$ cat src/logic/fifo_rt_cfg.svh
`ifndef FIFO_RT_CFG_SVH
`define FIFO_RT_CFG_SVH
// fifo geometry
`define FIFO_DATA_W 9
`define FIFO_ADDR_W 6
`define FIFO_DEPTH 64
// default almost-empty and almost-full offsets, in words
`define FIFO_DEF_EMPTY_OFS 7
`define FIFO_DEF_FULL_OFS 7
// clock period and retransmit recovery time, in ns
`define FIFO_CLK_NS 20
// least retransmit pulse width, in ns
`define FIFO_PRT_NS 60
`define FIFO_RTR_NS 90
// recovery count rounds up as a least time
`define FIFO_RTR_CYC ((`FIFO_RTR_NS + `FIFO_CLK_NS - 1) / `FIFO_CLK_NS)
`endif

$ cat src/logic/fifo_rt_pkg.sv
package fifo_rt_pkg;
  // configuration caught while master reset is held
  typedef enum logic [1:0] {
    mode_standalone,
    mode_depth
  } mode_t;
  // retransmit sequencing
  typedef enum logic [1:0] {
    rt_idle,
    rt_pulse,
    rt_recover
  } rt_state_t;
endpackage

$ cat src/logic/fifo_rt_if.sv
`timescale 1ns/100ps
`include "fifo_rt_cfg.svh"
interface fifo_rt_if;
  // write side
  logic write_en_n;
  logic [`FIFO_DATA_W-1:0] wdata;
  // read side
  logic read_en_n;
  logic [`FIFO_DATA_W-1:0] rdata;
  // control
  logic master_reset;
  logic retransmit_pulse;
  logic chain_in_or_offset_load;
  logic first_load_select;
  // status
  logic empty_flag_n;
  logic full_flag_n;
  logic almost_empty_flag;
  logic almost_full_flag;
  logic expansion_out;
  modport fifo_end (
    input write_en_n, wdata, read_en_n, master_reset, retransmit_pulse,
    input chain_in_or_offset_load, first_load_select,
    output rdata, empty_flag_n, full_flag_n, almost_empty_flag, almost_full_flag,
    output expansion_out
  );
  modport user_end (
    output write_en_n, wdata, read_en_n, master_reset, retransmit_pulse,
    output chain_in_or_offset_load, first_load_select,
    input rdata, empty_flag_n, full_flag_n, almost_empty_flag, almost_full_flag,
    input expansion_out
  );
endinterface

$ cat src/logic/fifo_rt_device.sv
`timescale 1ns/100ps
`include "fifo_rt_cfg.svh"
module fifo_rt_device #(
  parameter int addr_w = `FIFO_ADDR_W,
  parameter int depth = `FIFO_DEPTH,
  parameter int empty_ofs = `FIFO_DEF_EMPTY_OFS,
  parameter int full_ofs = `FIFO_DEF_FULL_OFS
) (
  // clock, reset, enable
  input wire logic mclk,
  input wire logic rst_n,
  input wire logic clk_en,
  // link to the user side
  fifo_rt_if.fifo_end link
);
  localparam int dw = `FIFO_DATA_W;
  localparam logic [addr_w:0] depth_c = (addr_w+1)'(depth);
  localparam logic [addr_w:0] eofs_c = (addr_w+1)'(empty_ofs);
  localparam logic [addr_w:0] fofs_c = (addr_w+1)'(full_ofs);

  logic [dw-1:0] mem [depth];
  logic [addr_w-1:0] wptr_ff, rptr_ff;
  logic [addr_w:0] count_ff;
  logic [dw-1:0] rdata_ff;
  logic ef_n_ff, ff_n_ff, pae_ff, paf_ff, xo_ff;
  logic wtok_ff, rtok_ff;
  fifo_rt_pkg::mode_t mode_ff;
  logic wrapped_ff;
  logic xi_q_ff;
  logic [addr_w:0] nxt_count;
  // pin synchronisers: first stage read only by second
  logic [3:0] s1_ff, s2_ff;
  logic rt_q_ff;

  always_ff @(posedge mclk) begin
    if (clk_en) begin
      s1_ff <= {link.retransmit_pulse, link.master_reset,
                link.chain_in_or_offset_load, link.first_load_select};
      s2_ff <= s1_ff;
    end
  end

  wire rt_s = s2_ff[3];
  wire mrst = s2_ff[2] | ~rst_n;
  wire ld_s = s2_ff[1];
  wire fl_s = s2_ff[0];
  wire depth_mode = (mode_ff == fifo_rt_pkg::mode_depth);
  // retransmit acts on the rising edge of the synced pulse
  wire rt_go = rt_s & ~rt_q_ff & ~depth_mode;
  wire do_wr = ~link.write_en_n & ff_n_ff & wtok_ff;
  wire do_rd = ~link.read_en_n & ef_n_ff & rtok_ff;
  wire wr_wrap = do_wr & (wptr_ff == addr_w'(depth - 1));
  wire rd_wrap = do_rd & (rptr_ff == addr_w'(depth - 1));
  // a token comes back as one pulse on the chain input; act on its edge only
  wire xi_rise = ld_s & ~xi_q_ff;

  // mode strap caught while reset is held
  always_ff @(posedge mclk) begin
    if (clk_en && mrst) begin
      mode_ff <= ld_s ? fifo_rt_pkg::mode_depth : fifo_rt_pkg::mode_standalone;
    end
  end

  always_ff @(posedge mclk) begin
    if (!rst_n) begin
      rt_q_ff <= 1'b0;
    end else if (clk_en) begin
      rt_q_ff <= rt_s;
    end
  end

  // chain input edge detector; it follows the pin through reset as well,
  // so the first cycle after reset never shows a false edge
  always_ff @(posedge mclk) begin
    if (clk_en) begin
      xi_q_ff <= ld_s;
    end
  end

  // passing a token is a one-cycle pulse on expansion_out
  always_ff @(posedge mclk) begin
    if (mrst) begin
      xo_ff <= 1'b0;
    end else if (clk_en) begin
      xo_ff <= depth_mode & (wr_wrap | rd_wrap);
    end
  end

  // write token; outside depth mode a device always holds it, in a chain
  // only the first-load device starts with it
  always_ff @(posedge mclk) begin
    if (mrst) begin
      wtok_ff <= ~(ld_s & fl_s);
    end else if (clk_en && depth_mode) begin
      if (wr_wrap) begin
        wtok_ff <= 1'b0;
      end else if (xi_rise && !wtok_ff) begin
        wtok_ff <= 1'b1;
      end
    end
  end

  // read token; the chain pulse is shared by both passes, so a device
  // missing both tokens takes both back at once (kept simple on purpose)
  always_ff @(posedge mclk) begin
    if (mrst) begin
      rtok_ff <= ~(ld_s & fl_s);
    end else if (clk_en && depth_mode) begin
      if (rd_wrap) begin
        rtok_ff <= 1'b0;
      end else if (xi_rise && !rtok_ff) begin
        rtok_ff <= 1'b1;
      end
    end
  end

  // write port; write pointer never touched by retransmit
  always_ff @(posedge mclk) begin
    if (mrst) begin
      wptr_ff <= '0;
      wrapped_ff <= 1'b0;
    end else if (clk_en && do_wr) begin
      mem[wptr_ff] <= link.wdata;
      wptr_ff <= wr_wrap ? '0 : wptr_ff + 1'b1;
      // remembers that the last slot was filled, so a rewind with the
      // write pointer back at zero replays the whole depth, not nothing
      if (wr_wrap) begin
        wrapped_ff <= 1'b1;
      end
    end
  end

  // read port; retransmit rewinds to location zero
  always_ff @(posedge mclk) begin
    if (mrst) begin
      rptr_ff <= '0;
      rdata_ff <= '0;
    end else if (clk_en) begin
      if (rt_go) begin
        rptr_ff <= '0;
      end else if (do_rd) begin
        rdata_ff <= mem[rptr_ff];
        rptr_ff <= rd_wrap ? '0 : rptr_ff + 1'b1;
      end
    end
  end

  // next occupancy; after rewind it is the write pointer distance
  always_comb begin
    nxt_count = count_ff;
    if (rt_go) begin
      nxt_count = (wptr_ff == '0 && wrapped_ff) ? depth_c : {1'b0, wptr_ff};
    end else if (do_wr && !do_rd) begin
      nxt_count = count_ff + 1'b1;
    end else if (do_rd && !do_wr) begin
      nxt_count = count_ff - 1'b1;
    end
  end

  always_ff @(posedge mclk) begin
    if (mrst) begin
      count_ff <= '0;
    end else if (clk_en) begin
      count_ff <= nxt_count;
    end
  end

  // flags registered from the next occupancy, so they move on the same edge
  // as the pointers; a flag one cycle late would let a back-to-back write
  // land on a full fifo or a read run past the write pointer
  always_ff @(posedge mclk) begin
    if (mrst) begin
      ef_n_ff <= 1'b0;
      ff_n_ff <= 1'b1;
      pae_ff <= 1'b0;
      paf_ff <= 1'b1;
    end else if (clk_en) begin
      ef_n_ff <= (nxt_count != '0);
      ff_n_ff <= (nxt_count != depth_c);
      pae_ff <= (nxt_count > eofs_c);
      paf_ff <= (nxt_count < depth_c - fofs_c);
    end
  end

  assign link.rdata = rdata_ff;
  assign link.empty_flag_n = ef_n_ff;
  assign link.full_flag_n = ff_n_ff;
  assign link.almost_empty_flag = pae_ff;
  assign link.almost_full_flag = paf_ff;
  assign link.expansion_out = xo_ff;
endmodule

$ cat src/flat_wrapper.sv
// flat-port wrapper written by rule: the top's interface ports become plain ports
module fifo_rt_device_flat 
#(
  parameter int addr_w = `FIFO_ADDR_W,
  parameter int depth = `FIFO_DEPTH,
  parameter int empty_ofs = `FIFO_DEF_EMPTY_OFS,
  parameter int full_ofs = `FIFO_DEF_FULL_OFS
)
  (mclk, rst_n, clk_en, link_write_en_n, link_wdata, link_read_en_n, link_master_reset, link_retransmit_pulse, link_chain_in_or_offset_load, link_first_load_select, link_rdata, link_empty_flag_n, link_full_flag_n, link_almost_empty_flag, link_almost_full_flag, link_expansion_out);
  fifo_rt_if link_i ();
  input wire logic mclk;
  input wire logic rst_n;
  input wire logic clk_en;
  input wire logic [$bits(link_i.write_en_n)-1:0] link_write_en_n;
  input wire logic [$bits(link_i.wdata)-1:0] link_wdata;
  input wire logic [$bits(link_i.read_en_n)-1:0] link_read_en_n;
  input wire logic [$bits(link_i.master_reset)-1:0] link_master_reset;
  input wire logic [$bits(link_i.retransmit_pulse)-1:0] link_retransmit_pulse;
  input wire logic [$bits(link_i.chain_in_or_offset_load)-1:0] link_chain_in_or_offset_load;
  input wire logic [$bits(link_i.first_load_select)-1:0] link_first_load_select;
  output wire logic [$bits(link_i.rdata)-1:0] link_rdata;
  output wire logic [$bits(link_i.empty_flag_n)-1:0] link_empty_flag_n;
  output wire logic [$bits(link_i.full_flag_n)-1:0] link_full_flag_n;
  output wire logic [$bits(link_i.almost_empty_flag)-1:0] link_almost_empty_flag;
  output wire logic [$bits(link_i.almost_full_flag)-1:0] link_almost_full_flag;
  output wire logic [$bits(link_i.expansion_out)-1:0] link_expansion_out;
  assign link_i.write_en_n = link_write_en_n;
  assign link_i.wdata = link_wdata;
  assign link_i.read_en_n = link_read_en_n;
  assign link_i.master_reset = link_master_reset;
  assign link_i.retransmit_pulse = link_retransmit_pulse;
  assign link_i.chain_in_or_offset_load = link_chain_in_or_offset_load;
  assign link_i.first_load_select = link_first_load_select;
  assign link_rdata = link_i.rdata;
  assign link_empty_flag_n = link_i.empty_flag_n;
  assign link_full_flag_n = link_i.full_flag_n;
  assign link_almost_empty_flag = link_i.almost_empty_flag;
  assign link_almost_full_flag = link_i.almost_full_flag;
  assign link_expansion_out = link_i.expansion_out;
  fifo_rt_device #(.addr_w(addr_w), .depth(depth), .empty_ofs(empty_ofs), .full_ofs(full_ofs)) u_core (.mclk(mclk), .rst_n(rst_n), .clk_en(clk_en), .link(link_i));
endmodule
$ cat config.mk
export PLATFORM = sky130hd
export DESIGN_NAME = fifo_rt_device_flat
export DESIGN_NICKNAME = d
export VERILOG_FILES = /design/src/logic/fifo_rt_pkg.sv /design/src/logic/fifo_rt_if.sv /design/src/logic/fifo_rt_device.sv /design/src/flat_wrapper.sv
export VERILOG_INCLUDE_DIRS = /design/src /design/src/logic
export SDC_FILE = /design/constraint.sdc
export NUM_CORES = 1
export LEC_CHECK = 0
export BUFFER_PORTS_ARGS = -buffer_cell sky130_fd_sc_hd__buf_2
export CAP_MARGIN = 20
export CELL_PAD_IN_SITES_DETAIL_PLACEMENT = 0
export CELL_PAD_IN_SITES_GLOBAL_PLACEMENT = 1
export CORE_MARGIN = 10
export CORE_UTILIZATION = 35
export DETAILED_ROUTE_END_ITERATION = 12
export GPL_ROUTABILITY_DRIVEN = 0
export PLACE_DENSITY = 0.64
export SETUP_SLACK_MARGIN = 0.02
export SYNTH_ARGS = -nofsm -noshare
export SYNTH_HDL_FRONTEND = slang
export SYNTH_SLANG_ARGS = --single-unit
$ cat constraint.sdc
create_clock -name mclk -period 2.9 [get_ports mclk]
set_clock_uncertainty 0.05 [all_clocks]
set_input_delay 0.145 -clock mclk [delete_from_list [all_inputs] [get_ports mclk]]
set_output_delay 0.145 -clock mclk [all_outputs]
set_load 0.02 [all_outputs]
==> results of run 1 <==
==> per-layer routing <==
layer  GRT usage [%]  wire length [µm]  vias up
met2            24.3             29400      352
met1            19.4             25300     6557
li1                -                 -     5435
met3            2.42              3010       87
met4            4.51              1540        0
met5               0                 0        -
==> final cells by class <==
type / count / area share (%)
sequential: 623 / 64.6
multi-input combinational: 554 / 19.9
clock buffer: 82 / 6.24
timing repair buffer: 147 / 4.22
tap: 931 / 4.10
clock inverter: 31 / 0.889
inverter: 5 / 0.0660
antenna: 1 / 0.00880
==> power groups by stage <==
stage | combinational (µW) | clock [µW] | sequential [µW]
after floorplan | 124 | 0 | 10100
after global placement | 338 | 0 | 10100
after detailed placement | 351 | 0 | 10100
after CTS | 362 | 8200 | 9870
after global routing | 389 | 8550 | 9860
final | 356 | 8020 | 9870
==> path summary, 6_finish.rpt <==
kind / from / endpoint / slack, ps / cells after the start
worst min-delay path: link_wdata[8] / u_core.mem[23][8] / 50 / 1
worst min register to register: u_core.s1_ff[2] / u_core.s2_ff[2] / 370 / 0
worst max register to register: u_core.rptr_ff[2] / u_core.link.rdata[2] / 430 / 6
worst max-delay path: u_core.rptr_ff[2] / u_core.link.rdata[2] / 430 / 6
==> cells by family (layout without fill, tap and decap cells) <==
logic type	count (synthesis)	in the layout	synth area share, %
AOI/OAI and AO/OA	156	156	4.39
xor gates and xnor gates	10	10	0.360
adders and majority gates	6	6	0.303
buffers and inverters	79	265	1.51
DFF	623	623	75.4
muxes	150	150	13.6
other	0	1	0
and+or+nand+nor	232	232	4.52
==> cell usage after synthesis (all sizes together) (3+ instances only) <==
cell,instances
edfxtp,588
clkbuf,44
a22oi,76
nand2,50
nor3,8
nor2b,9
o21ai,24
ha,5
nand3,22
or2,6
xor2,3
inv,5
dfxtp,35
a211oi,12
mux4,144
nand4,3
and3,9
a21oi,24
and2,4
nor2,93
nand3b,6
xnor2,7
mux2i,6
buf,30
nand2b,3
or3b,3
or3,9
a22o,9
==> critical path, stage by stage (launching register included) <==
cell and delay [ps]:
dfxtp_4 600, buf_12 350, mux4_2 370, a22oi_1 410, nand2_1 190, a211oi_1 280
o21ai_1 80
==> metrics by stage <==
step / instance area [µm²] / power, µW / hold WS, ps / setup WS [ps] / std cells
floorplan: 24400 / 10200 / 194 / 172 / 1256
global placement: 26300 / 10400 / 274 / 368 / 2250
detailed placement: 26300 / 10400 / 274 / 399 / 2250
CTS: 28400 / 18400 / 40.3 / 389 / 2373
global route: 28400 / 18800 / 58.6 / 272 / 2373
finish: 28400 / 18200 / 51.7 / 425 / 2374
==> layout by cell type, fill, tap and decap left out, drive strengths merged, types with 4 or more instances in the layout <==
cell	count
buf	137
bufinv	4
a22o	9
nor2b	9
dfxtp	35
and2	4
o21ai	24
nand3b	6
clkinv	21
mux2i	6
xnor2	7
ha	5
nor3	8
a21oi	24
dlygate4sd3	10
mux4	144
or3	9
clkbuf	82
or2	6
edfxtp	588
inv	8
and3	9
a211oi	12
a22oi	76
nand3	22
nand2	50
nor2	93
==> sequential cells by signal, indices dropped and copies added (netlist names) <==
| register | cells |
|---|---|
| u_core.count_ff | 7 |
| u_core.link.almost_empty_flag | 1 |
| u_core.link.almost_full_flag | 1 |
| u_core.link.empty_flag_n | 1 |
| u_core.link.expansion_out | 1 |
| u_core.link.full_flag_n | 1 |
| u_core.link.rdata | 9 |
| u_core.mem | 576 |
| u_core.mode_ff | 1 |
| u_core.rptr_ff | 6 |
| u_core.rt_q_ff | 1 |
| u_core.rtok_ff | 1 |
| u_core.s1_ff | 4 |
| u_core.s2_ff | 4 |
| u_core.wptr_ff | 6 |
| u_core.wrapped_ff | 1 |
| u_core.wtok_ff | 1 |
| u_core.xi_q_ff | 1 |
==> reports/results.txt, run 1 <==
Summing every instance area after synthesis gives 24400 µm². At the later pin of the worst-skew pair, clock insertion delay measures 600 ps. The total routing resource utilization after global routing was 14.6%; the final layout net count was 1422. The tools report the total clock buffers created by CTS as 68.

The clock network fraction of total power is 44.0%, and the max-slew headroom at the worst pin is 34.4%. The tools report the timing-limited maximum frequency as 404 MHz. Setup violations remaining at the end of the flow were counted as 0. The internal power of the cells totals 14600 µW.

Number of register bits inferred by synthesis: 623. Yosys mapped the design onto 51 distinct sky130hd cell types. Summing the sequential cell areas from Yosys gives 75.4% of the chip area. The actual slew at the worst max-slew pin was 974 ps. In this run the deepest clock path goes through 3 buffers.

The die area is 80600 µm². The kind of start point of the critical path was a flip-flop. Among all flip-flop cells after synthesis, the most frequent one is edfxtp_1. The logs give 0 for the residual DRC count and 12400 for the via count. For the total wirelength of the detailed-routed design, the log shows 59300 µm. Classification of the worst setup path: flip-flop to flip-flop. The final hold violation count was 0. The via count of the first global-routing pass is 12900, and the number of warnings issued by yosys is 0.

The analysis attributes to cell leakage a power of 0.00879 µW. Counting every sink on the clock net gives 623. Net switching is 19.8% of the power.

Relative to the synthesized area, the layout overhead comes to 16.7%. The maximum number of pins on one net before global-route repair was 65. The run finished with clean final reports. The post-route core utilization is 41.3%, and the iteration count of the initial detailed-routing pass is 7. The tools report the total number of placement rows as 96. The cell type with the largest total area after synthesis is edfxtp_1. The area occupied by multi-input gates was 5650 µm².

The average instance in the mapped netlist occupies 19.4 µm². Along the worst path, the maximum fanout reaches 45. In this run the remaining antenna-violating nets after routing total 0. The root buffer cell chosen for the clock tree is clkbuf_16. The tools report the max-capacitance violation count as 0.

The number of I/O pins was 32. The number of flops mapped to enable cells by yosys is 588. For this configuration, the core starts out at a cell density of 35.4%.

Setup repair after global routing left no endpoint under its margin. In the final timing run, aggregate negative setup slack is 0 ps. The placeable core region was 68800 µm²; the number of buffer cells added on primary ports was 31.

TritonCTS built the clock tree. The clock tree synthesis step divided the H-tree into 3 levels. VDD sags by at most 346 µV.

In the synthesized netlist, the number of instances is 1256. Proportion of netlist area held by the largest area contributor: 72.5%. The post-cts resize count is 0, and the area taken by flip-flops and latches is 18400 µm². For the number of DRC markers after the initial detailed-route iteration, the log shows 991. Per-cell via count in the routed design: 5.24. In the final layout, the share of cells above drive strength 1 is 26.8%. The filler cell count came out at 6047. The tools report the arrival time reported for the critical path endpoint as 2900 ps. Once the clock tree was built, the setup fixing pass inserted 0 buffers. In this run the worst hold path is classified as primary input to flip-flop. For this design the total switching power over the nets is 3610 µW. Summed over all layers, the global routing overflow is 0.

Endpoint type of the worst setup path: a flip-flop. The run gives 3330 ps as the required time reported for the critical path endpoint. Buffers inserted to repair hold after CTS numbered 10. The number of pins exceeding their max-slew limit in the final report was 0. After layout, the worst path uses 85.3% of the clock period. Ranked by total cell area, the synthesized netlist is headed by edfxtp_1, mux4_2, dfxtp_1, a22oi_1, nor2_1. In this run the horizontal extent of the chip is 284 µm.

The run gives 87900 µm as the wire length of the first global-routing pass. Clock-pin slew was measured on the worst setup and hold paths at 60 ps. The initial antenna violation count was 0; the power per standard cell area was 642 nW/µm². After detailed routing, the average wire length per cell comes to 25.0 µm. The routed design could run at a clock period as short as 2470 ps.

Counting flops with an async set or reset pin after synthesis yields a share of 0%. Synthesis produced a netlist with a net count of 1279. The fraction of power consumed by sequential logic was 54.1%; the die height was 284 µm. The tools report the combinational fraction of design power as 2.0%. After legalization and detailed placement, the total HPWL measured 37500 µm.
(Power assumes the default switching activity.)
==> run 2, diff against run 1 <==
--- a/config.mk
+++ b/config.mk
@@ -6,16 +6,16 @@
 export SDC_FILE = /design/constraint.sdc
 export NUM_CORES = 1
 export LEC_CHECK = 0
-export BUFFER_PORTS_ARGS = -buffer_cell sky130_fd_sc_hd__buf_2
 export CAP_MARGIN = 20
 export CELL_PAD_IN_SITES_DETAIL_PLACEMENT = 0
 export CELL_PAD_IN_SITES_GLOBAL_PLACEMENT = 1
 export CORE_MARGIN = 10
 export CORE_UTILIZATION = 35
 export DETAILED_ROUTE_END_ITERATION = 12
+export DONT_BUFFER_PORTS = 1
 export GPL_ROUTABILITY_DRIVEN = 0
 export PLACE_DENSITY = 0.64
-export SETUP_SLACK_MARGIN = 0.02
+export SETUP_SLACK_MARGIN = 0.4
 export SYNTH_ARGS = -nofsm -noshare
 export SYNTH_HDL_FRONTEND = slang
 export SYNTH_SLANG_ARGS = --single-unit
==> reports/results.txt, run 2 (synthesis results as in run 1) <==
Detailed placement ended at an HPWL of 35100 µm. TritonCTS created 66 clock buffers. The critical path ends at u_core.link.rdata[4].

Before CTS, the worst setup slack after placement is 100 ps. For this configuration, the core starts out at a cell density of 35.4%. The antenna diode count is 0, and the power per standard cell area is 649 nW/µm².

Entering global routing, the biggest net connects 65 pins. The class of the tightest hold or removal check was primary input to flip-flop. The pre-antenna-repair detailed-routing pass consisted of 5 iterations. Data on the critical path is required at its endpoint by 3320 ps. After floorplanning, the core was divided into 96 placement rows. For the post-route core utilization, the log shows 42.3%. Leaving out filler cells and counting taps, the final layout contains 2374. The floorplan step defined a core boundary enclosing 68800 µm². The worst-case IR drop observed on VDD is 427 µV. The number of pins exceeding their max-slew limit in the final report is 0.

Derived from the worst setup path, the maximum achievable clock frequency is 407 MHz. The clock slew at the register clock pins of the worst setup and hold paths was 60 ps; the total buffers and inverters traversed by the critical path was 2. The filler cell count was 5941.

The worst setup path is launched from a flip-flop. The worst register-to-register path has a depth of 8. The post-detailed-route wirelength per cell came out at 24.4 µm. The via count of the first global-routing pass is 12900.

The actual slew at the worst max-slew pin came out at 1240 ps. The most numerous cell on the critical path is buf_16. The register with the most flip-flops in the layout has 576 of them. Data arrives at the worst endpoint at 2880 ps. The register with the most flip-flops is u_core.mem. In this run the worst setup path begins at u_core.rptr_ff[0]. Broken down by cell family, the worst path's largest delay share belongs to compound AO/OA/AOI/OAI gates.

The tools report the leftover overflow at the end of global routing as 0. Clock latency on the worst-skew pair, taken at its later pin, is 610 ps. TritonCTS built the clock tree. The worst register-to-register path ends at u_core.link.rdata[4]. Walking the worst path, the cells encountered are buf_16, buf_16, mux4_2, a22oi_2, nand2_1, a22o_1, a211oi_1, o21ai_1. In this run the remaining antenna-violating nets after routing total 0. Most common cell after layout, fill and taps aside: edfxtp_1. Clock tree root driver cell: clkbuf_16. The first global-routing pass estimated 87100 µm of wire. From synthesis to final layout, the design area changed by 19.4%.

For the smallest setup slack after layout, the log shows 441 ps. In this run the count of I/O pins placed on the die edge is 32. The logs give 0 for the final setup violation count and 2215 for the number of placed instances with taps included.

In this run the vertical extent of the chip is 284 µm. The number of DRC markers after the initial detailed-route iteration is 1072. The slowest stage of the critical path belongs to the cell mux4_2.

Horizontal extent of the die: 284 µm. The per-cell via count in the routed design works out to 5.27. The post-layout minimum cycle time works out to 2460 ps.

Counting every sink on the clock net gives 623. The final hold violation count is 0. Setup repair after global routing could not meet its margin everywhere. For this block, the routed nets add up to 57900 µm of wire. Max-cap violations in this run came to 0. The share of the clock period used by the worst path is 84.8%.

The tools report the startpoint of the lowest-slack hold path as clk_en. In this run the worst path has a maximum fanout of 10. The number of buffer cells added on primary ports is 0. In the layout the commonest cells are edfxtp_1, mux4_2, buf_4. The fraction of final layout cells with drive strength greater than 1 came out at 29.0%. Classification of the worst setup path: flip-flop to flip-flop. The worst pin sits at a relative slew slack of 16.8%. The run finished with clean final reports. The startpoint identified for the worst register-to-register timing path is u_core.rptr_ff[0]. The worst setup slack for register-to-register paths came out at 440 ps. Endpoint type of the worst setup path: a flip-flop. Setup TNS: 0 ps.

The run gives 0 as the initial antenna violation count. The net count of the finished layout is 1412. For this run, the slowest stage of the critical path takes 510 ps. The critical path runs through a total of 8 cells. The residual DRC count is 0, and the total routing resource utilization after global routing is 14.3%. The tools report the maximum level of the CTS H-tree as 3. For this design the static power due to leakage is 0.00900 µW. The die covers 80600 µm². Via count: 12500.

The maximum buffer depth of the clock tree was 3.
-- run 2: changes by cell type in the layout (fill, tap and decap cells not counted), sizes merged, moves of 3 or more --
cell / previous run / this run
bufinv: 4 / 7
clkbuf: 82 / 92
dlygate4sd3: 10 / 15
inv: 8 / 11
buf: 137 / 122
clkinv: 21 / 16
-- run 2: how the worst min path moves through the flow --
stage	end	slack (ps)	cells after the start
2_1_floorplan	u_core.mem[0][0]	190	0
3_3_place_gp	u_core.s1_ff[0]	190	0
3_5_place_dp	u_core.s1_ff[1]	190	0
4_1_cts	u_core.link.empty_flag_n	80	4
5_1_grt	u_core.link.rdata[5]	40	3
6_report	u_core.link.rdata[1]	9	3
-- run 2: stage by stage --
step                      total power [µW]  instance area [µm²]  hold WS (ps)
final                                18900                29100          8.73
after global routing                 19500                29100          35.8
after CTS                            19100                28900          77.3
after detailed placement             10200                26100           194
after global placement               10200                26100           194
after floorplan                      10200                24400           194
-- run 2: power by group --
part | internal [µW] | leakage (µW) | switching (µW)
Sequential | 9850 | 0.00557 | 18.2
Clock | 5120 | 0.00108 | 3510
Combinational | 124 | 0.00234 | 253
Total | 15100 | 0.00900 | 3780
-- run 2: layout make-up --
cell class                 instances  area [µm²]  share of cell area (%)
sequential                       623       18400                    63.1
multi-input combinational        554        5780                    19.9
clock buffer                      91        1840                    6.32
timing repair buffer             139        1530                    5.26
tap                              931        1160                    4.00
clock inverter                    31         390                    1.34
inverter                           5        18.8                  0.0645
-- run 2: worst min-delay path: stages --
cell     delay (ps)
nand3_2         280
nand3_1         120
o21ai_1          80
-- run 2: repair_timing --
action                                  in CTS  in global routing
setup buffers                                8                  1
hold buffers                                25                  0
gates cloned                                 2                  1
pin swaps                                    0                  2
gates resized for setup                     15                 30
hold endpoints to repair                   616                  0
endpoints found under the setup margin      17                161
-- run 2: per-layer routing --
layer	global-route usage, %	share of wire [%]	vias to the layer above
li1	-	-	5435
met2	23.0	48	364
met1	19.7	44	6639
met3	2.50	5.2	79
met4	4.40	2.3	0
met5	0	0	-
